==> config.mk <==
export PLATFORM = sky130hd
export DESIGN_NAME = phi_board
export DESIGN_NICKNAME = d
export VERILOG_FILES = /design/src/logic/phi_pkg.sv /design/src/logic/phi_board.sv /design/src/logic/phi_pipe.sv /design/src/logic/phi_touch_rx.sv
export SDC_FILE = /design/constraint.sdc
export NUM_CORES = 1
export LEC_CHECK = 0
export BUFFER_PORTS_ARGS = -buffer_cell sky130_fd_sc_hd__buf_4
export CAP_MARGIN = 20
export CORE_UTILIZATION = 30
export DETAILED_ROUTE_END_ITERATION = 8
export HOLD_SLACK_MARGIN = 0.03
export SLEW_MARGIN = 20
export SYNTH_ARGS = -nofsm -noshare
export SYNTH_HDL_FRONTEND = slang
export SYNTH_SLANG_ARGS = --single-unit
==> constraint.sdc <==
create_clock -name mclk_i -period 2.3 [get_ports mclk_i]
set_clock_uncertainty 0.1 [all_clocks]
set_input_delay 0.46 -clock mclk_i [delete_from_list [all_inputs] [get_ports mclk_i]]
set_output_delay 0.46 -clock mclk_i [all_outputs]
set_load 0.1 [all_outputs]
==> src/logic/phi_pkg.sv <==
// constants and carriers of the panel host interface board
// assumes a 125 MHz system clock and a host port one word wide
package phi_pkg;
    // clock
    localparam int CLK_HZ = 125_000_000;
    localparam int CLK_PS = 8000;
    // host port offsets (word addresses)
    localparam logic [3:0] A_LED_SET   = 4'h0;
    localparam logic [3:0] A_LED_CLR   = 4'h1;
    localparam logic [3:0] A_DISP_DATA = 4'h2;
    localparam logic [3:0] A_DISP_CLR  = 4'h3;
    localparam logic [3:0] A_PANEL_OUT = 4'h4;
    localparam logic [3:0] A_SW_STAT   = 4'h5;
    localparam logic [3:0] A_MODE      = 4'h6;
    localparam logic [3:0] A_TOUCH_X   = 4'h7;
    localparam logic [3:0] A_TOUCH_Y   = 4'h8;
    localparam logic [3:0] A_STATUS    = 4'h9;
    // status field positions
    localparam int ST_OVER  = 0;
    localparam int ST_PEND  = 1;
    localparam int ST_RET   = 2;
    // panel output word layout
    localparam int PANEL_CTL_LSB = 16;
    // keep-alive low pulse and its period
    localparam int KA_LOW_NS     = 200;
    localparam int KA_PERIOD_US  = 800;
    localparam int KA_LOW_CYC    = (KA_LOW_NS * 1000 + CLK_PS - 1) / CLK_PS;
    localparam int KA_PERIOD_CYC = (KA_PERIOD_US * 1_000_000) / CLK_PS;
    // touch receiver: sub tick, divide-by-16, 40 strobes a frame
    localparam int SUB_NS       = 100;
    localparam int SUB_CYC      = (SUB_NS * 1000 + CLK_PS - 1) / CLK_PS;
    localparam int DIV_STEPS    = 16;
    localparam int FRAME_BITS   = 40;
    // access delay line and input synchroniser depth
    localparam int DLY_STAGES   = 4;
    localparam int SYNC_STAGES  = 2;
    // display clock
    localparam int DISP_HZ      = 4_500_000;
    localparam int DISP_HALF    = (CLK_HZ + DISP_HZ) / (2 * DISP_HZ);
    // reset values
    localparam logic [15:0] RDATA_RST = 16'h0000;

    typedef struct packed {
        logic [3:0]  addr;
        logic [15:0] wdata;
        logic        wr;
        logic        rd;
    } phi_req_s;

    typedef struct packed {
        logic [13:0] x;
        logic [13:0] y;
    } phi_touch_s;
endpackage

==> src/logic/phi_board.sv <==
// panel host interface board: host port, leds, display path, inputs
// assumes host strobes are one cycle, synchronous to mclk_i
//
// Design decisions made here: the address-and-strobe port and the address map.
`timescale 1ns/10ps
module phi_board #(
    parameter int KA_PERIOD_CYC = phi_pkg::KA_PERIOD_CYC
) (
    // clock and reset
    input  wire logic        mclk_i,
    input  wire logic        rstn_i,
    // host port
    input  wire logic [3:0]  addr_i,
    input  wire logic [15:0] wdata_i,
    input  wire logic        wr_i,
    input  wire logic        rd_i,
    output logic      [15:0] rdata_o,
    output logic             wait_o,
    output logic             irq_o,
    // panel output lines and return input
    output logic      [15:0] panel_data_o,
    output logic      [3:0]  panel_ctl_o,
    input  wire logic        panel_ret_i,
    // switches and leds
    input  wire logic [7:0]  sw_n_i,
    input  wire logic [7:0]  mode_i,
    output logic      [7:0]  led_yel_o,
    output logic      [7:0]  led_red_o,
    output logic             led_ka_n_o,
    // display controller
    output logic      [7:0]  disp_data_o,
    output logic             disp_wr_o,
    output logic             disp_clr_o,
    output logic             disp_clk_o,
    output logic             mcu_irq_o,
    // touch serial line
    input  wire logic        touch_rx_i
);
    typedef struct packed {
        logic [15:0] rdata;
        logic        wt;
        logic        irq;
        logic [15:0] pdata;
        logic [3:0]  pctl;
        logic [7:0]  yel;
        logic [7:0]  red;
        logic        ka_n;
        logic [16:0] ka_cnt;
        logic [7:0]  ddata;
        logic        dwr;
        logic        dclr;
        logic        dclk;
        logic [3:0]  dcnt;
        logic        mirq;
        logic [7:0]  sw_prev;
        logic [7:0]  sw_stat;
        logic        pend;
    } phi_st_s;

    phi_st_s             st_reg;
    phi_st_s             st_next;
    phi_pkg::phi_req_s   req;
    phi_pkg::phi_touch_s touch;
    logic [11:0]         dly_taps;
    logic [17:0]         sync_taps;
    logic [7:0]          sw_now;
    logic                rx_now;
    logic                over;
    logic                touch_rd;
    logic [7:0]          accept;

    assign req = '{addr: addr_i, wdata: wdata_i, wr: wr_i, rd: rd_i};
    assign touch_rd = req.rd && (req.addr == phi_pkg::A_TOUCH_X || req.addr == phi_pkg::A_TOUCH_Y);

    phi_pipe #(
        .W      (9),
        .STAGES (phi_pkg::SYNC_STAGES)
    ) u_sync (
        .clk_i  (mclk_i),
        .rstn_i (rstn_i),
        .d_i    ({touch_rx_i, ~sw_n_i}),
        .taps_o (sync_taps)
    );
    // switches stored pressed-high: a cleared stage reads as idle, no false press after reset
    assign sw_now = ~sync_taps[16:9];
    assign rx_now = sync_taps[17];

    // four-stage delay of access, display write and clear
    phi_pipe #(
        .W      (3),
        .STAGES (phi_pkg::DLY_STAGES)
    ) u_dly (
        .clk_i  (mclk_i),
        .rstn_i (rstn_i),
        .d_i    ({req.wr && req.addr == phi_pkg::A_DISP_CLR,
                  req.wr && req.addr == phi_pkg::A_DISP_DATA,
                  req.wr || req.rd}),
        .taps_o (dly_taps)
    );

    phi_touch_rx u_rx (
        .mclk_i (mclk_i),
        .rstn_i (rstn_i),
        .rx_i   (rx_now),
        .clr_i  (touch_rd),
        .over_o (over),
        .data_o (touch)
    );

    // falling edge of each synchronised switch
    // unsuggested presses refused while one is pending
    assign accept = st_reg.sw_prev & ~sw_now & (st_reg.yel | {8{~st_reg.pend}});

    // single control process for every strobe and flag
    always_comb begin
        st_next         = st_reg;
        st_next.sw_prev = sw_now;
        if (req.wr && req.addr == phi_pkg::A_LED_SET) begin
            st_next.yel = st_reg.yel | req.wdata[7:0];
        end
        if (req.wr && req.addr == phi_pkg::A_LED_CLR) begin
            st_next.yel = st_reg.yel & ~req.wdata[7:0];
            st_next.red = st_reg.red & ~req.wdata[15:8];
        end
        if (req.wr && req.addr == phi_pkg::A_PANEL_OUT) begin
            st_next.pdata = req.wdata;
        end
        if (req.wr && req.addr == phi_pkg::A_DISP_CLR) begin
            st_next.pctl = req.wdata[3:0];
        end
        // display byte held for the controller port
        if (req.wr && req.addr == phi_pkg::A_DISP_DATA) begin
            st_next.ddata = req.wdata[7:0];
        end
        // strobes from taps, controller interrupt last
        st_next.wt   = |{dly_taps[9], dly_taps[6], dly_taps[3], dly_taps[0]};
        st_next.dwr  = dly_taps[4] | dly_taps[7];
        st_next.dclr = dly_taps[5] | dly_taps[8];
        st_next.mirq = dly_taps[10];
        // keep-alive low pulse on the led line
        st_next.ka_cnt = (st_reg.ka_cnt == 17'(KA_PERIOD_CYC - 1)) ? 17'h00000 : st_reg.ka_cnt + 17'h00001;
        // pulse sits at the period end, so the line is high out of reset and every pulse is full width
        st_next.ka_n   = st_next.ka_cnt < 17'(KA_PERIOD_CYC - phi_pkg::KA_LOW_CYC);
        if (st_reg.dcnt == 4'(phi_pkg::DISP_HALF - 1)) begin
            st_next.dcnt = 4'h0;
            st_next.dclk = !st_reg.dclk;
        end else begin
            st_next.dcnt = st_reg.dcnt + 4'h1;
        end
        // read releases the latch; a new press wins
        if (req.rd && req.addr == phi_pkg::A_SW_STAT) begin
            st_next.sw_stat = 8'h00;
            st_next.pend    = 1'b0;
        end
        if (|accept) begin
            st_next.sw_stat = st_next.sw_stat | accept;
            st_next.red     = st_next.red | accept;
            st_next.pend    = 1'b1;
        end
        // host interrupt from frame or press
        st_next.irq = over | st_reg.pend;
        // read source decode, data one cycle later
        st_next.rdata = 16'h0000;
        if (req.rd) begin
            case (req.addr)
                phi_pkg::A_LED_SET: st_next.rdata = {st_reg.red, st_reg.yel};
                phi_pkg::A_SW_STAT: st_next.rdata = {8'h00, st_reg.sw_stat};
                phi_pkg::A_MODE:    st_next.rdata = {8'h00, mode_i};
                phi_pkg::A_TOUCH_X: st_next.rdata = {2'h0, touch.x};
                phi_pkg::A_TOUCH_Y: st_next.rdata = {2'h0, touch.y};
                phi_pkg::A_STATUS: begin
                    st_next.rdata[phi_pkg::ST_OVER] = over;
                    st_next.rdata[phi_pkg::ST_PEND] = st_reg.pend;
                    st_next.rdata[phi_pkg::ST_RET]  = panel_ret_i;
                end
                default:            st_next.rdata = 16'h0000;
            endcase
        end
    end

    always_ff @(posedge mclk_i) begin
        if (!rstn_i) begin
            st_reg        <= '0;
            st_reg.ka_n   <= 1'b1;
            st_reg.sw_prev <= 8'hFF;
            st_reg.rdata  <= phi_pkg::RDATA_RST;
        end else begin
            st_reg <= st_next;
        end
    end

    // outputs straight from state
    assign rdata_o      = st_reg.rdata;
    assign wait_o       = st_reg.wt;
    assign irq_o        = st_reg.irq;
    assign panel_data_o = st_reg.pdata;
    assign panel_ctl_o  = st_reg.pctl;
    assign led_yel_o    = st_reg.yel;
    assign led_red_o    = st_reg.red;
    assign led_ka_n_o   = st_reg.ka_n;
    assign disp_data_o  = st_reg.ddata;
    assign disp_wr_o    = st_reg.dwr;
    assign disp_clr_o   = st_reg.dclr;
    assign disp_clk_o   = st_reg.dclk;
    assign mcu_irq_o    = st_reg.mirq;

    // checks
    property p_wait;
        @(posedge mclk_i) disable iff (!rstn_i) (wr_i || rd_i) |-> ##2 wait_o [*4];
    endproperty
    a_wait: assert property (p_wait) else $error("wait not held four cycles");
    property p_led_set;
        @(posedge mclk_i) disable iff (!rstn_i)
            (wr_i && addr_i == phi_pkg::A_LED_SET) |=> ((led_yel_o & $past(wdata_i[7:0])) == $past(wdata_i[7:0]));
    endproperty
    a_led_set: assert property (p_led_set) else $error("led set lost");
    property p_led_clr;
        @(posedge mclk_i) disable iff (!rstn_i)
            (wr_i && addr_i == phi_pkg::A_LED_CLR) |=> ((led_yel_o & $past(wdata_i[7:0])) == 8'h00);
    endproperty
    a_led_clr: assert property (p_led_clr) else $error("led clear lost");
    property p_ka;
        @(posedge mclk_i) disable iff (!rstn_i) $fell(led_ka_n_o) |-> ##24 !led_ka_n_o ##1 led_ka_n_o;
    endproperty
    a_ka: assert property (p_ka) else $error("keep-alive low width wrong");
    property p_dclk;
        @(posedge mclk_i) disable iff (!rstn_i) $rose(disp_clk_o) |-> ##13 disp_clk_o ##1 !disp_clk_o;
    endproperty
    a_dclk: assert property (p_dclk) else $error("display clock half period wrong");
    property p_mode;
        @(posedge mclk_i) disable iff (!rstn_i) (rd_i && addr_i == phi_pkg::A_MODE) |=> rdata_o[7:0] == $past(mode_i);
    endproperty
    a_mode: assert property (p_mode) else $error("mode read altered");
    property p_over_irq;
        @(posedge mclk_i) disable iff (!rstn_i) $rose(over) |=> irq_o;
    endproperty
    a_over_irq: assert property (p_over_irq) else $error("frame gave no interrupt");
    property p_over_clr;
        @(posedge mclk_i) disable iff (!rstn_i) (touch_rd && over) |=> !over;
    endproperty
    a_over_clr: assert property (p_over_clr) else $error("frame flag not cleared");
    property p_press;
        @(posedge mclk_i) disable iff (!rstn_i) (|accept) |=> st_reg.pend && ((led_red_o & $past(accept)) == $past(accept)) ##1 irq_o;
    endproperty
    a_press: assert property (p_press) else $error("press not latched");
    property p_block;
        @(posedge mclk_i) disable iff (!rstn_i)
            st_reg.pend |=> ((led_red_o & ~$past(led_red_o) & ~$past(led_yel_o)) == 8'h00);
    endproperty
    a_block: assert property (p_block) else $error("unsuggested press accepted");
    c_frame: cover property (@(posedge mclk_i) disable iff (!rstn_i) $rose(over));
    c_press: cover property (@(posedge mclk_i) disable iff (!rstn_i) |accept);
    c_disp:  cover property (@(posedge mclk_i) disable iff (!rstn_i) disp_wr_o ##[1:4] mcu_irq_o);
endmodule

==> src/logic/phi_pipe.sv <==
// plain shift pipeline: synchroniser or tapped delay line
// assumes one clock; taps_o holds every stage, stage 0 lowest
`timescale 1ns/10ps
module phi_pipe #(
    parameter int W      = 1,
    parameter int STAGES = 2
) (
    // clock and reset
    input  wire logic                clk_i,
    input  wire logic                rstn_i,
    // data
    input  wire logic [W-1:0]        d_i,
    output logic      [W*STAGES-1:0] taps_o
);
    typedef struct packed {
        logic [W*STAGES-1:0] pipe;
    } phi_pipe_s;

    phi_pipe_s st_reg;
    phi_pipe_s st_next;

    // shift one stage per edge
    always_comb begin
        st_next      = st_reg;
        st_next.pipe = {st_reg.pipe[W*STAGES-W-1:0], d_i};
    end

    always_ff @(posedge clk_i) begin
        if (!rstn_i) begin
            st_reg <= '0;
        end else begin
            st_reg <= st_next;
        end
    end

    assign taps_o = st_reg.pipe;
endmodule

==> src/logic/phi_touch_rx.sv <==
// touch panel frame receiver: four 10-bit words, one frame flag
// assumes rx_i already synchronised; idle line is low
`timescale 1ns/10ps
module phi_touch_rx (
    // clock and reset
    input  wire logic              mclk_i,
    input  wire logic              rstn_i,
    // serial line and host clear
    input  wire logic              rx_i,
    input  wire logic              clr_i,
    // frame out
    output logic                   over_o,
    output phi_pkg::phi_touch_s    data_o
);
    typedef struct packed {
        logic        prev;
        logic        run;
        logic [3:0]  sub;
        logic [3:0]  div;
        logic [5:0]  bits;
        logic [39:0] sh;
        logic        over;
    } phi_rx_s;

    phi_rx_s st_reg;
    phi_rx_s st_next;
    logic    tick;
    logic    strobe;

    always_comb begin
        st_next      = st_reg;
        st_next.prev = rx_i;
        tick   = st_reg.run && (st_reg.sub == 4'(phi_pkg::SUB_CYC - 1));
        strobe = tick && (st_reg.div == 4'(phi_pkg::DIV_STEPS - 1));
        // host read drops the flag; a same-cycle set below wins
        if (clr_i) begin
            st_next.over = 1'b0;
        end
        if (!st_reg.run && !st_reg.over && rx_i && !st_reg.prev) begin
            st_next.run  = 1'b1;
            st_next.sub  = 4'h0;
            st_next.div  = 4'h0;
            st_next.bits = 6'h00;
        end
        if (st_reg.run) begin
            st_next.sub = tick ? 4'h0 : st_reg.sub + 4'h1;
            if (tick) begin
                st_next.div = st_reg.div + 4'h1;
            end
        end
        if (strobe) begin
            st_next.sh   = {rx_i, st_reg.sh[39:1]};
            st_next.bits = st_reg.bits + 6'h01;
            // frame done, timing back to rest
            if (st_reg.bits == 6'(phi_pkg::FRAME_BITS - 1)) begin
                st_next.over = 1'b1;
                st_next.run  = 1'b0;
                st_next.bits = 6'h00;
                st_next.sub  = 4'h0;
                st_next.div  = 4'h0;
            end
        end
    end

    always_ff @(posedge mclk_i) begin
        if (!rstn_i) begin
            st_reg <= '0;
        end else begin
            st_reg <= st_next;
        end
    end

    // two syncs then twelve data bits per axis
    assign data_o.x = {st_reg.sh[2:1], st_reg.sh[8:3], st_reg.sh[18:13]};
    assign data_o.y = {st_reg.sh[22:21], st_reg.sh[28:23], st_reg.sh[38:33]};
    assign over_o   = st_reg.over;
endmodule

==> results of run 1 <==
worst max path at each step:
stage | slack [ps] | end
2_1_floorplan | 130 | led_ka_n_o
3_3_place_gp | 160 | led_ka_n_o
3_5_place_dp | 130 | led_ka_n_o
4_1_cts | 110 | led_ka_n_o
5_1_grt | 10 | led_ka_n_o
6_report | 150 | led_ka_n_o
worst max-delay path, cell delays in order, from the launching register on:
cell and delay (ps):
dfxtp_1 390, ha_1 230, nand4_2 100, or4_4 590, mux2i_1 130, and3_1 180, o32ai_1 130, o2111ai_1 150
cell type report:
| class | instances | area (um^2) |
|---|---|---|
| Fill cell | 2630 | 16100 |
| Sequential cell | 190 | 3800 |
| Tap cell | 330 | 413 |
| Multi-Input combinational cell | 572 | 3130 |
| Timing Repair Buffer | 130 | 1030 |
| Clock inverter | 15 | 140 |
| Inverter | 6 | 23.8 |
| Clock buffer | 17 | 425 |
per-stage QoR:
step / hold slack [ps] / utilization / power (uW) / std cells / setup slack [ps]
floorplan: 258 / - / 3820 / 882 / 130
global placement: 269 / 0.335 / 3980 / 1228 / 165
detailed placement: 272 / 0.335 / 3980 / 1228 / 135
CTS: 55.6 / 0.358 / 6820 / 1260 / 113
global route: 64.9 / 0.358 / 6970 / 1260 / 12.8
finish: 75.5 / 0.358 / 6740 / 1260 / 154
cell usage in the layout, fill, tap and decap left out, types with 5 or more instances in the layout:
cell | netlist | final
inv_1 | 5 | 5
dfxtp_1 | 190 | 190
o21ai_0 | 10 | 10
xnor2_1 | 9 | 9
buf_4 | 62 | 126
nand4_1 | 6 | 6
mux2i_1 | 14 | 14
a31oi_1 | 8 | 8
and3_1 | 6 | 6
clkinvlp_4 | 0 | 6
a22o_1 | 7 | 7
nor2b_1 | 5 | 5
mux2_2 | 9 | 9
nor2_1 | 90 | 90
a222oi_1 | 12 | 12
o211ai_1 | 8 | 8
and2_1 | 25 | 25
nand2_1 | 170 | 170
ha_1 | 7 | 7
or3_1 | 5 | 5
nand3_1 | 18 | 18
a311oi_1 | 8 | 8
clkbuf_16 | 0 | 17
a21oi_1 | 97 | 97
xor2_1 | 9 | 9
logic make-up after synthesis:
kind of cell    after synthesis
compound gates              164
xor+xnor                     18
fa+ha+maj                     8
buf+inv                     120
flops                       190
mux                          23
simple gates                359
routing by layer:
| metal | vias to the layer above | GRT usage | routed length, um | share of wire |
|---|---|---|---|---|
| li1 | 3012 | - | - | - |
| met1 | 2855 | 0.193 | 8660 | 0.47 |
| met2 | 151 | 0.220 | 8360 | 0.46 |
| met3 | 25 | 0.0321 | 962 | 0.053 |
| met4 | 0 | 0.0617 | 335 | 0.018 |
| met5 | - | 0 | 0 | 0 |
timing repair:
| item | in CTS | in global routing |
|---|---|---|
| buffers inserted | 0 | 0 |
| setup endpoints to repair | 0 | 1 |
| resized for setup | 0 | 2 |
power breakdown:
part | leakage [uW] | switching [uW] | internal (uW)
combinational | 0.00157 | 351 | 160
clock | 0.000260 | 1320 | 1510
sequential | 0.00154 | 43.8 | 3350
==> flow_metrics.tcl, run 1 <==
set metrics [dict create \
    tns_ps 0 \
    hold_viol 0 \
    p_leak_uw 0.00337 \
    synthTopCellsByCount "dfxtp_1 (190), nand2_1 (170), a21oi_1 (97), nor2_1 (90), buf_4 (62)" \
    antenna_found_initial 0 \
    synth_nets 931 \
    synth.ff_latch_count 190 \
    yosysUniqueCellTypes 53 \
    synth_compound_area_frac 0.132 \
    rows 58 \
    antenna_left 0 \
    die-area_um2 26100 \
    crit_arrival_ps 2350 \
    io_buffers 108 \
    setup_violations 0 \
    stdcell_area_um2 8970 \
    power.density_nw_per_um2 751 \
    yosys.area.top_type_share 0.498 \
    nNetsFinal 966 \
    path_class "flip-flop to flip-flop" \
    syn_avg_cell_area_um2 8.66 \
    drt_wl_total_um 18300 \
    hold_path_class "input port to flip-flop" \
    synth_edf_count 0 \
    netlist_instances 882 \
    dp_hpwl_um 12800 \
    coreArea_um2 25000 \
    crit_required_ps 2500 \
    vdd_drop_max_mv 0.408 \
    async_reset_ff_frac 0 \
    synth_top_family_by_area "simple AND/OR/NAND/NOR gates" \
    cts_tree "yes" \
    netlist_area_um2 7630 \
    min_period_ps 2150 \
    muxShareOfSynthArea 0.0316 \
    initial_core_util 0.305 \
    antennaDiodeCount 0 \
    hold_depth 2 \
    synth_xor_area_frac 0.0206 \
    largest_register_ffs 38 \
    cts.sinks 190 \
    synthAdderAreaFrac 0.0128 \
    grt_max_degree 58 \
    grt.total_usage 0.143 \
    startpoint_type "flip-flop" \
    io-pin-count 109 \
    place.gp.congestion 0.797 \
    h-tree-depth 4 \
    finalMaxSlewViolations 0 \
    placed_area_um2 8390 \
    grt_setup_unrepaired "false" \
    cts_root_buffer "clkbuf_16" \
    hold_buffers 0 \
    hold_path_end "u_sync.taps_o[2]" \
    r2r_setup_slack_ps 150 \
    cp_max_fo 5 \
    grt_pass1_wl_um 29400 \
    cap_violations 0 \
    ys_warn_count 0 \
    synth_most_common_cell "dfxtp_1" \
    clock_path_buffers 2 \
    yosysSeqAreaShare 0.498 \
    fp.dieH_um 162 \
    chipWidth_um 162 \
    fmax_mhz 466 \
    drc 0 \
    syn_to_final_growth_pct 17.4 \
    critPathCaptureType "flip-flop" \
    drt-initial-drc-count 443 \
    cts_buffers 17 \
    dr.pass1.iters 5 \
    grt_pass1_vias 5506 \
    synthSimpleGateAreaFrac 0.211 \
    synth.area.top_cells "dfxtp_1 (50%), nand2_1 (8.4%), a21oi_1 (6.4%), buf_4 (6.1%), nor2_1 (4.4%)" \
    crit_path_start "st_reg[33]" \
    wl_per_cell_um 14.5 \
    clock_latency_ps 440 \
    drive_gt1_frac 0.194 \
    r2r-end "led_ka_n_o" \
    routed_via_density 4.80 \
    hp-start "sw_n_i[2]" \
    r2r-start "st_reg[33]" \
    clk_pin_slew_worst_paths_ps 70 \
    gr-total-overflow 0 \
    vias 6043 \
    worstRegToRegCells 7 \
    status "finished clean" \
    yosysTopAreaCell "dfxtp_1" \
    synth_ff_type "dfxtp_1" \
    worst_pin_slew_ps 525 \
    maxSlewHeadroom 0.649 \
    min_period_over_period 0.933 \
]
No activity file was read; power rests on OpenSTA's default activity.
==> inputs of run 2 (changes only) <==
--- a/config.mk
+++ b/config.mk
@@ -5,11 +5,13 @@
 export SDC_FILE = /design/constraint.sdc
 export NUM_CORES = 1
 export LEC_CHECK = 0
+export ABC_CLOCK_PERIOD_IN_PS = 2300
 export BUFFER_PORTS_ARGS = -buffer_cell sky130_fd_sc_hd__buf_4
 export CAP_MARGIN = 20
 export CORE_UTILIZATION = 30
 export DETAILED_ROUTE_END_ITERATION = 8
 export HOLD_SLACK_MARGIN = 0.03
+export PLACE_DENSITY = 0.5
 export SLEW_MARGIN = 20
 export SYNTH_ARGS = -nofsm -noshare
 export SYNTH_HDL_FRONTEND = slang
==> run 2 against run 1 <==
Total power increased by 2.9%. Critical path depth stayed put. Clock power grew 7%. Via count is 1.6% lower. Combinational power rose by 2%. Cell area is 0.85% higher. Setup slack worse by 28 ps. Sequential share of layout area shrank 0.36 points. Clock-buffer cell count increased by 4. Utilization increased by 0.30 points. Sequential cell count unchanged. Die area did not move.
==> flow_metrics.tcl, run 2 (same netlist as run 1, synthesis figures left out) <==
set metrics [dict create \
    power_uw 6940 \
    hold_depth 2 \
    startpoint_type "flip-flop" \
    die-area_um2 26100 \
    vdd_drop_max_mv 0.446 \
    min_period_over_period 0.945 \
    mostFrequentLayoutCells "dfxtp_1 (190), nand2_1 (170), buf_4 (132), a21oi_1 (97), nor2_1 (90)" \
    gr-total-overflow 0 \
    initial_core_util 0.305 \
    fp.dieH_um 162 \
    post_cts_buffers 0 \
    fmax_mhz 460 \
    status "finished clean" \
    hold_viol 0 \
    routed_via_density 4.70 \
    crit_path_start "st_reg[34]" \
    antenna_left 0 \
    h-tree-depth 4 \
    path_cells "ha_1 > nand4_2 > or4_1 > mux2i_1 > and3_1 > o32ai_1 > o2111ai_1" \
    hp-start "sw_n_i[2]" \
    wl_per_cell_um 15.2 \
    coreArea_um2 25000 \
    hold_buffers 0 \
    power.density_nw_per_um2 767 \
    path_buf_inv 0 \
    crit_required_ps 2500 \
    rows 58 \
    stdcell_area_um2 9040 \
    placed_area_um2 8440 \
    antenna_found_initial 0 \
    clock_path_buffers 2 \
    instances_no_fill 1266 \
    path_class "flip-flop to flip-flop" \
    setup_violations 0 \
    grt_max_degree 49 \
    clock_latency_ps 440 \
    dp.cells 1234 \
    io-pin-count 109 \
    clk_pin_slew_worst_paths_ps 70 \
    drt_wl_total_um 19200 \
    cts_root_buffer "clkbuf_16" \
    largest_register_ffs 38 \
    r2r_setup_slack_ps 130 \
    cts.sinks 190 \
    worstRegToRegCells 7 \
    cp_max_fo 4 \
    p_leak_uw 0.00342 \
    min_period_ps 2170 \
    cts_buffers 17 \
    grt.total_usage 0.149 \
    place.gp.congestion 0.824 \
    io_buffers 108 \
    ctsResizeCount 0 \
    cp_slowest_stage_delay_ps 640 \
    nNetsFinal 972 \
    maxSlewHeadroom 0.592 \
    cap_violations 0 \
    r2r-start "st_reg[34]" \
    drive_gt1_frac 0.197 \
    drt-initial-drc-count 407 \
    dp_hpwl_um 13400 \
    hold_path_end "u_sync.taps_o[2]" \
    antennaDiodeCount 0 \
    grt_pass1_wl_um 30500 \
    grt_pass1_vias 5561 \
    mostFrequentLayoutCell "dfxtp_1" \
    vias 5946 \
    critPathCaptureType "flip-flop" \
    worst_pin_slew_ps 612 \
    hold_path_class "input port to flip-flop" \
    slowest_stage "or4_1" \
    syn_to_final_growth_pct 18.4 \
    drc 0 \
    cts_tree "yes" \
    cp_top_family "simple AND/OR/NAND/NOR gates" \
    dr.pass1.iters 5 \
    tns_ps 0 \
    chipWidth_um 162 \
    r2r-end "led_ka_n_o" \
    grt_setup_unrepaired "false" \
    finalMaxSlewViolations 0 \
    crit_arrival_ps 2370 \
]
run 2: worst max path at each step:
stage	slack (ps)	to	cells after the start
final	130	led_ka_n_o	7
after CTS	140	led_ka_n_o	6
after detailed placement	150	led_ka_n_o	7
after global routing	40	led_ka_n_o	7
after floorplan	130	led_ka_n_o	8
after global placement	150	led_ka_n_o	6
run 2: power breakdown:
| part | leakage (uW) | switching, uW | internal [uW] |
|---|---|---|---|
| logic | 0.00160 | 357 | 163 |
| clock network | 0.000288 | 1320 | 1700 |
| registers | 0.00154 | 43.5 | 3350 |
| total | 0.00342 | 1720 | 5220 |
run 2: cell type report:
class	instances	area (um^2)
Fill cell	2650	16000
Sequential cell	190	3800
Multi-Input combinational cell	572	3130
Timing Repair Buffer	136	1070
Clock buffer	21	470
Tap cell	330	413
Clock inverter	11	130
Inverter	6	23.8
run 2: layer usage:
metal  GRT usage  part of all wire  up-vias  routed length (um)
li1            -                 -     3020                   -
met1       0.209              0.51     2800                9790
met2       0.227              0.44      110                8530
met3      0.0270             0.034       16                 656
met4      0.0497             0.012        0                 239
met5           0                 0        -                   0
run 2: through the flow:
stage	worst slack, ps	hold WS [ps]	utilization
floorplan	130	258	-
global placement	148	269	0.337
detailed placement	154	269	0.337
CTS	141	65.7	0.361
global route	41.3	63.1	0.361
finish	127	72.7	0.361
==> inputs of run 3 (changes only) <==
--- a/config.mk
+++ b/config.mk
@@ -6,12 +6,13 @@
 export NUM_CORES = 1
 export LEC_CHECK = 0
 export ABC_CLOCK_PERIOD_IN_PS = 2300
-export BUFFER_PORTS_ARGS = -buffer_cell sky130_fd_sc_hd__buf_4
 export CAP_MARGIN = 20
+export CORE_ASPECT_RATIO = 0.6
 export CORE_UTILIZATION = 30
 export DETAILED_ROUTE_END_ITERATION = 8
+export DONT_BUFFER_PORTS = 1
 export HOLD_SLACK_MARGIN = 0.03
-export PLACE_DENSITY = 0.5
+export PLACE_DENSITY = 0.46
 export SLEW_MARGIN = 20
 export SYNTH_ARGS = -nofsm -noshare
 export SYNTH_HDL_FRONTEND = slang
==> run 3 against run 2 <==
Via count up 2.7%. Non-clock buffer count down 5. Clock-buffer cell count down 3. Cell area about the same. Clock power up 3%. Hold slack worse by 15 ps. Utilization up 0.75 points. Combinational power down 4.8%. Maximum frequency down 0.50%. Total power up 1.1%. Highest routed layer unchanged.
==> flow_metrics.tcl, run 3 (same netlist as run 1, synthesis figures left out) <==
set metrics [dict create \
    status "finished clean" \
    cp_max_fo 5 \
    mostFrequentLayoutCell "dfxtp_1" \
    hold_path_class "input port to flip-flop" \
    hold_depth 1 \
    critPathCaptureType "flip-flop" \
    io-pin-count 109 \
    r2r-end "led_ka_n_o" \
    cts_root_buffer "clkbuf_16" \
    die-area_um2 26100 \
    multi_input_area_um2 3130 \
    io_buffers 0 \
    setup_violations 0 \
    path_cells "ha_1 > nand4_2 > or4_1 > mux2i_1 > and3_1 > o32ai_1 > o2111ai_1" \
    mostFrequentLayoutCells "dfxtp_1 (190), nand2_1 (170), buf_4 (98), a21oi_1 (97), nor2_1 (90)" \
    antenna_found_initial 1 \
    fp.dieH_um 126 \
    cp_slowest_stage_delay_ps 650 \
    place.gp.congestion 0.864 \
    hold_viol 0 \
    drive_gt1_frac 0.158 \
    largest_register_ffs 38 \
    tns_ps 0 \
    cts_tree "yes" \
    hp-start "rstn_i" \
    startpoint_type "flip-flop" \
    finalMaxSlewViolations 0 \
    grt.total_usage 0.175 \
    dp.cells 1189 \
    vias 6105 \
    r2r-start "st_reg[33]" \
    grt_pass1_vias 5646 \
    cts.sinks 190 \
    grt_setup_unrepaired "false" \
    clk_pin_slew_worst_paths_ps 80 \
    routed_via_density 4.87 \
    p_leak_uw 0.00338 \
    fmax_mhz 458 \
    coreArea_um2 24600 \
    regArea_um2 3800 \
    vdd_drop_max_mv 0.486 \
    syn_to_final_growth_pct 18.6 \
    grt_max_degree 50 \
    drc 0 \
    clock_latency_ps 450 \
    rows 44 \
    post_cts_buffers 0 \
    dp_hpwl_um 15300 \
    power_uw 7010 \
    cap_violations 0 \
    gr-total-overflow 0 \
    crit_arrival_ps 2370 \
    n_fill_cell 2602 \
    wl_per_cell_um 17.8 \
    worst_pin_slew_ps 790 \
    power.density_nw_per_um2 775 \
    r2r_setup_slack_ps 120 \
    grt_pass1_wl_um 34300 \
    dr.pass1.iters 5 \
    path_class "flip-flop to flip-flop" \
    slowest_stage "or4_1" \
    maxSlewHeadroom 0.472 \
    hold_path_end "u_sync.taps_o[10]" \
    antenna_left 0 \
    cts_buffers 17 \
    worstRegToRegCells 7 \
    clock_path_buffers 2 \
    min_period_over_period 0.950 \
    drt_wl_total_um 22300 \
    chipWidth_um 208 \
    nNetsFinal 967 \
    instances_no_fill 1254 \
    min_period_ps 2180 \
    h-tree-depth 4 \
    drt-initial-drc-count 526 \
    initial_core_util 0.311 \
    crit_required_ps 2490 \
    utilization 0.369 \
]
-- run 3: report_power, final --
| part | internal [uW] | switching [uW] | total, uW |
|---|---|---|---|
| sequential | 3350 | 45.8 | 3400 |
| combinational | 154 | 341 | 495 |
| clock | 1680 | 1440 | 3120 |
-- run 3: through the flow --
step	worst slack (ps)	hold slack [ps]	area (um^2)
floorplan	130	258	7630
global placement	150	270	8110
detailed placement	145	273	8110
CTS	106	30.2	9030
global route	18.1	34.3	9050
finish	116	58.2	9050
-- run 3: worst max-delay path by stage --
stage,endpoint,startpoint,cells past startpoint,slack (ps)
2_1_floorplan,led_ka_n_o,st_reg[33],8,130
3_3_place_gp,led_ka_n_o,st_reg[33],7,150
3_5_place_dp,led_ka_n_o,st_reg[33],7,140
4_1_cts,led_ka_n_o,st_reg[33],7,110
5_1_grt,led_ka_n_o,st_reg[33],7,20
6_report,led_ka_n_o,st_reg[33],7,120
-- run 3: layout make-up --
| type | count | share of cell area |
|---|---|---|
| tap | 322 | 0.0445 |
| multi-input combinational | 572 | 0.345 |
| clock buffer | 18 | 0.0485 |
| timing repair buffer | 131 | 0.119 |
| antenna | 1 | 0.000276 |
| clock inverter | 14 | 0.0196 |
| inverter | 6 | 0.00263 |
| sequential | 190 | 0.420 |
-- run 3: worst max-delay path, delay by kind of cell (launching register included) --
family / cells / cell delay [ps]
flops: 1 / 400
compound gates: 2 / 250
fa+ha+maj: 1 / 200
simple gates: 3 / 930
mux: 1 / 160
-- run 3: per-layer routing --
metal / wire length [um] / GRT usage / vias up
li1: - / - / 3018
met3: 2260 / 0.0653 / 12
met1: 12000 / 0.279 / 2851
met4: 199 / 0.0436 / 0
met5: 0 / 0 / -
met2: 7900 / 0.209 / 224
-- run 3: what timing repair did --
action                                 4_1_cts  5_1_grt
gates resized for setup                      0        0
hold buffers                                30        2
endpoints found under the hold margin       44        2
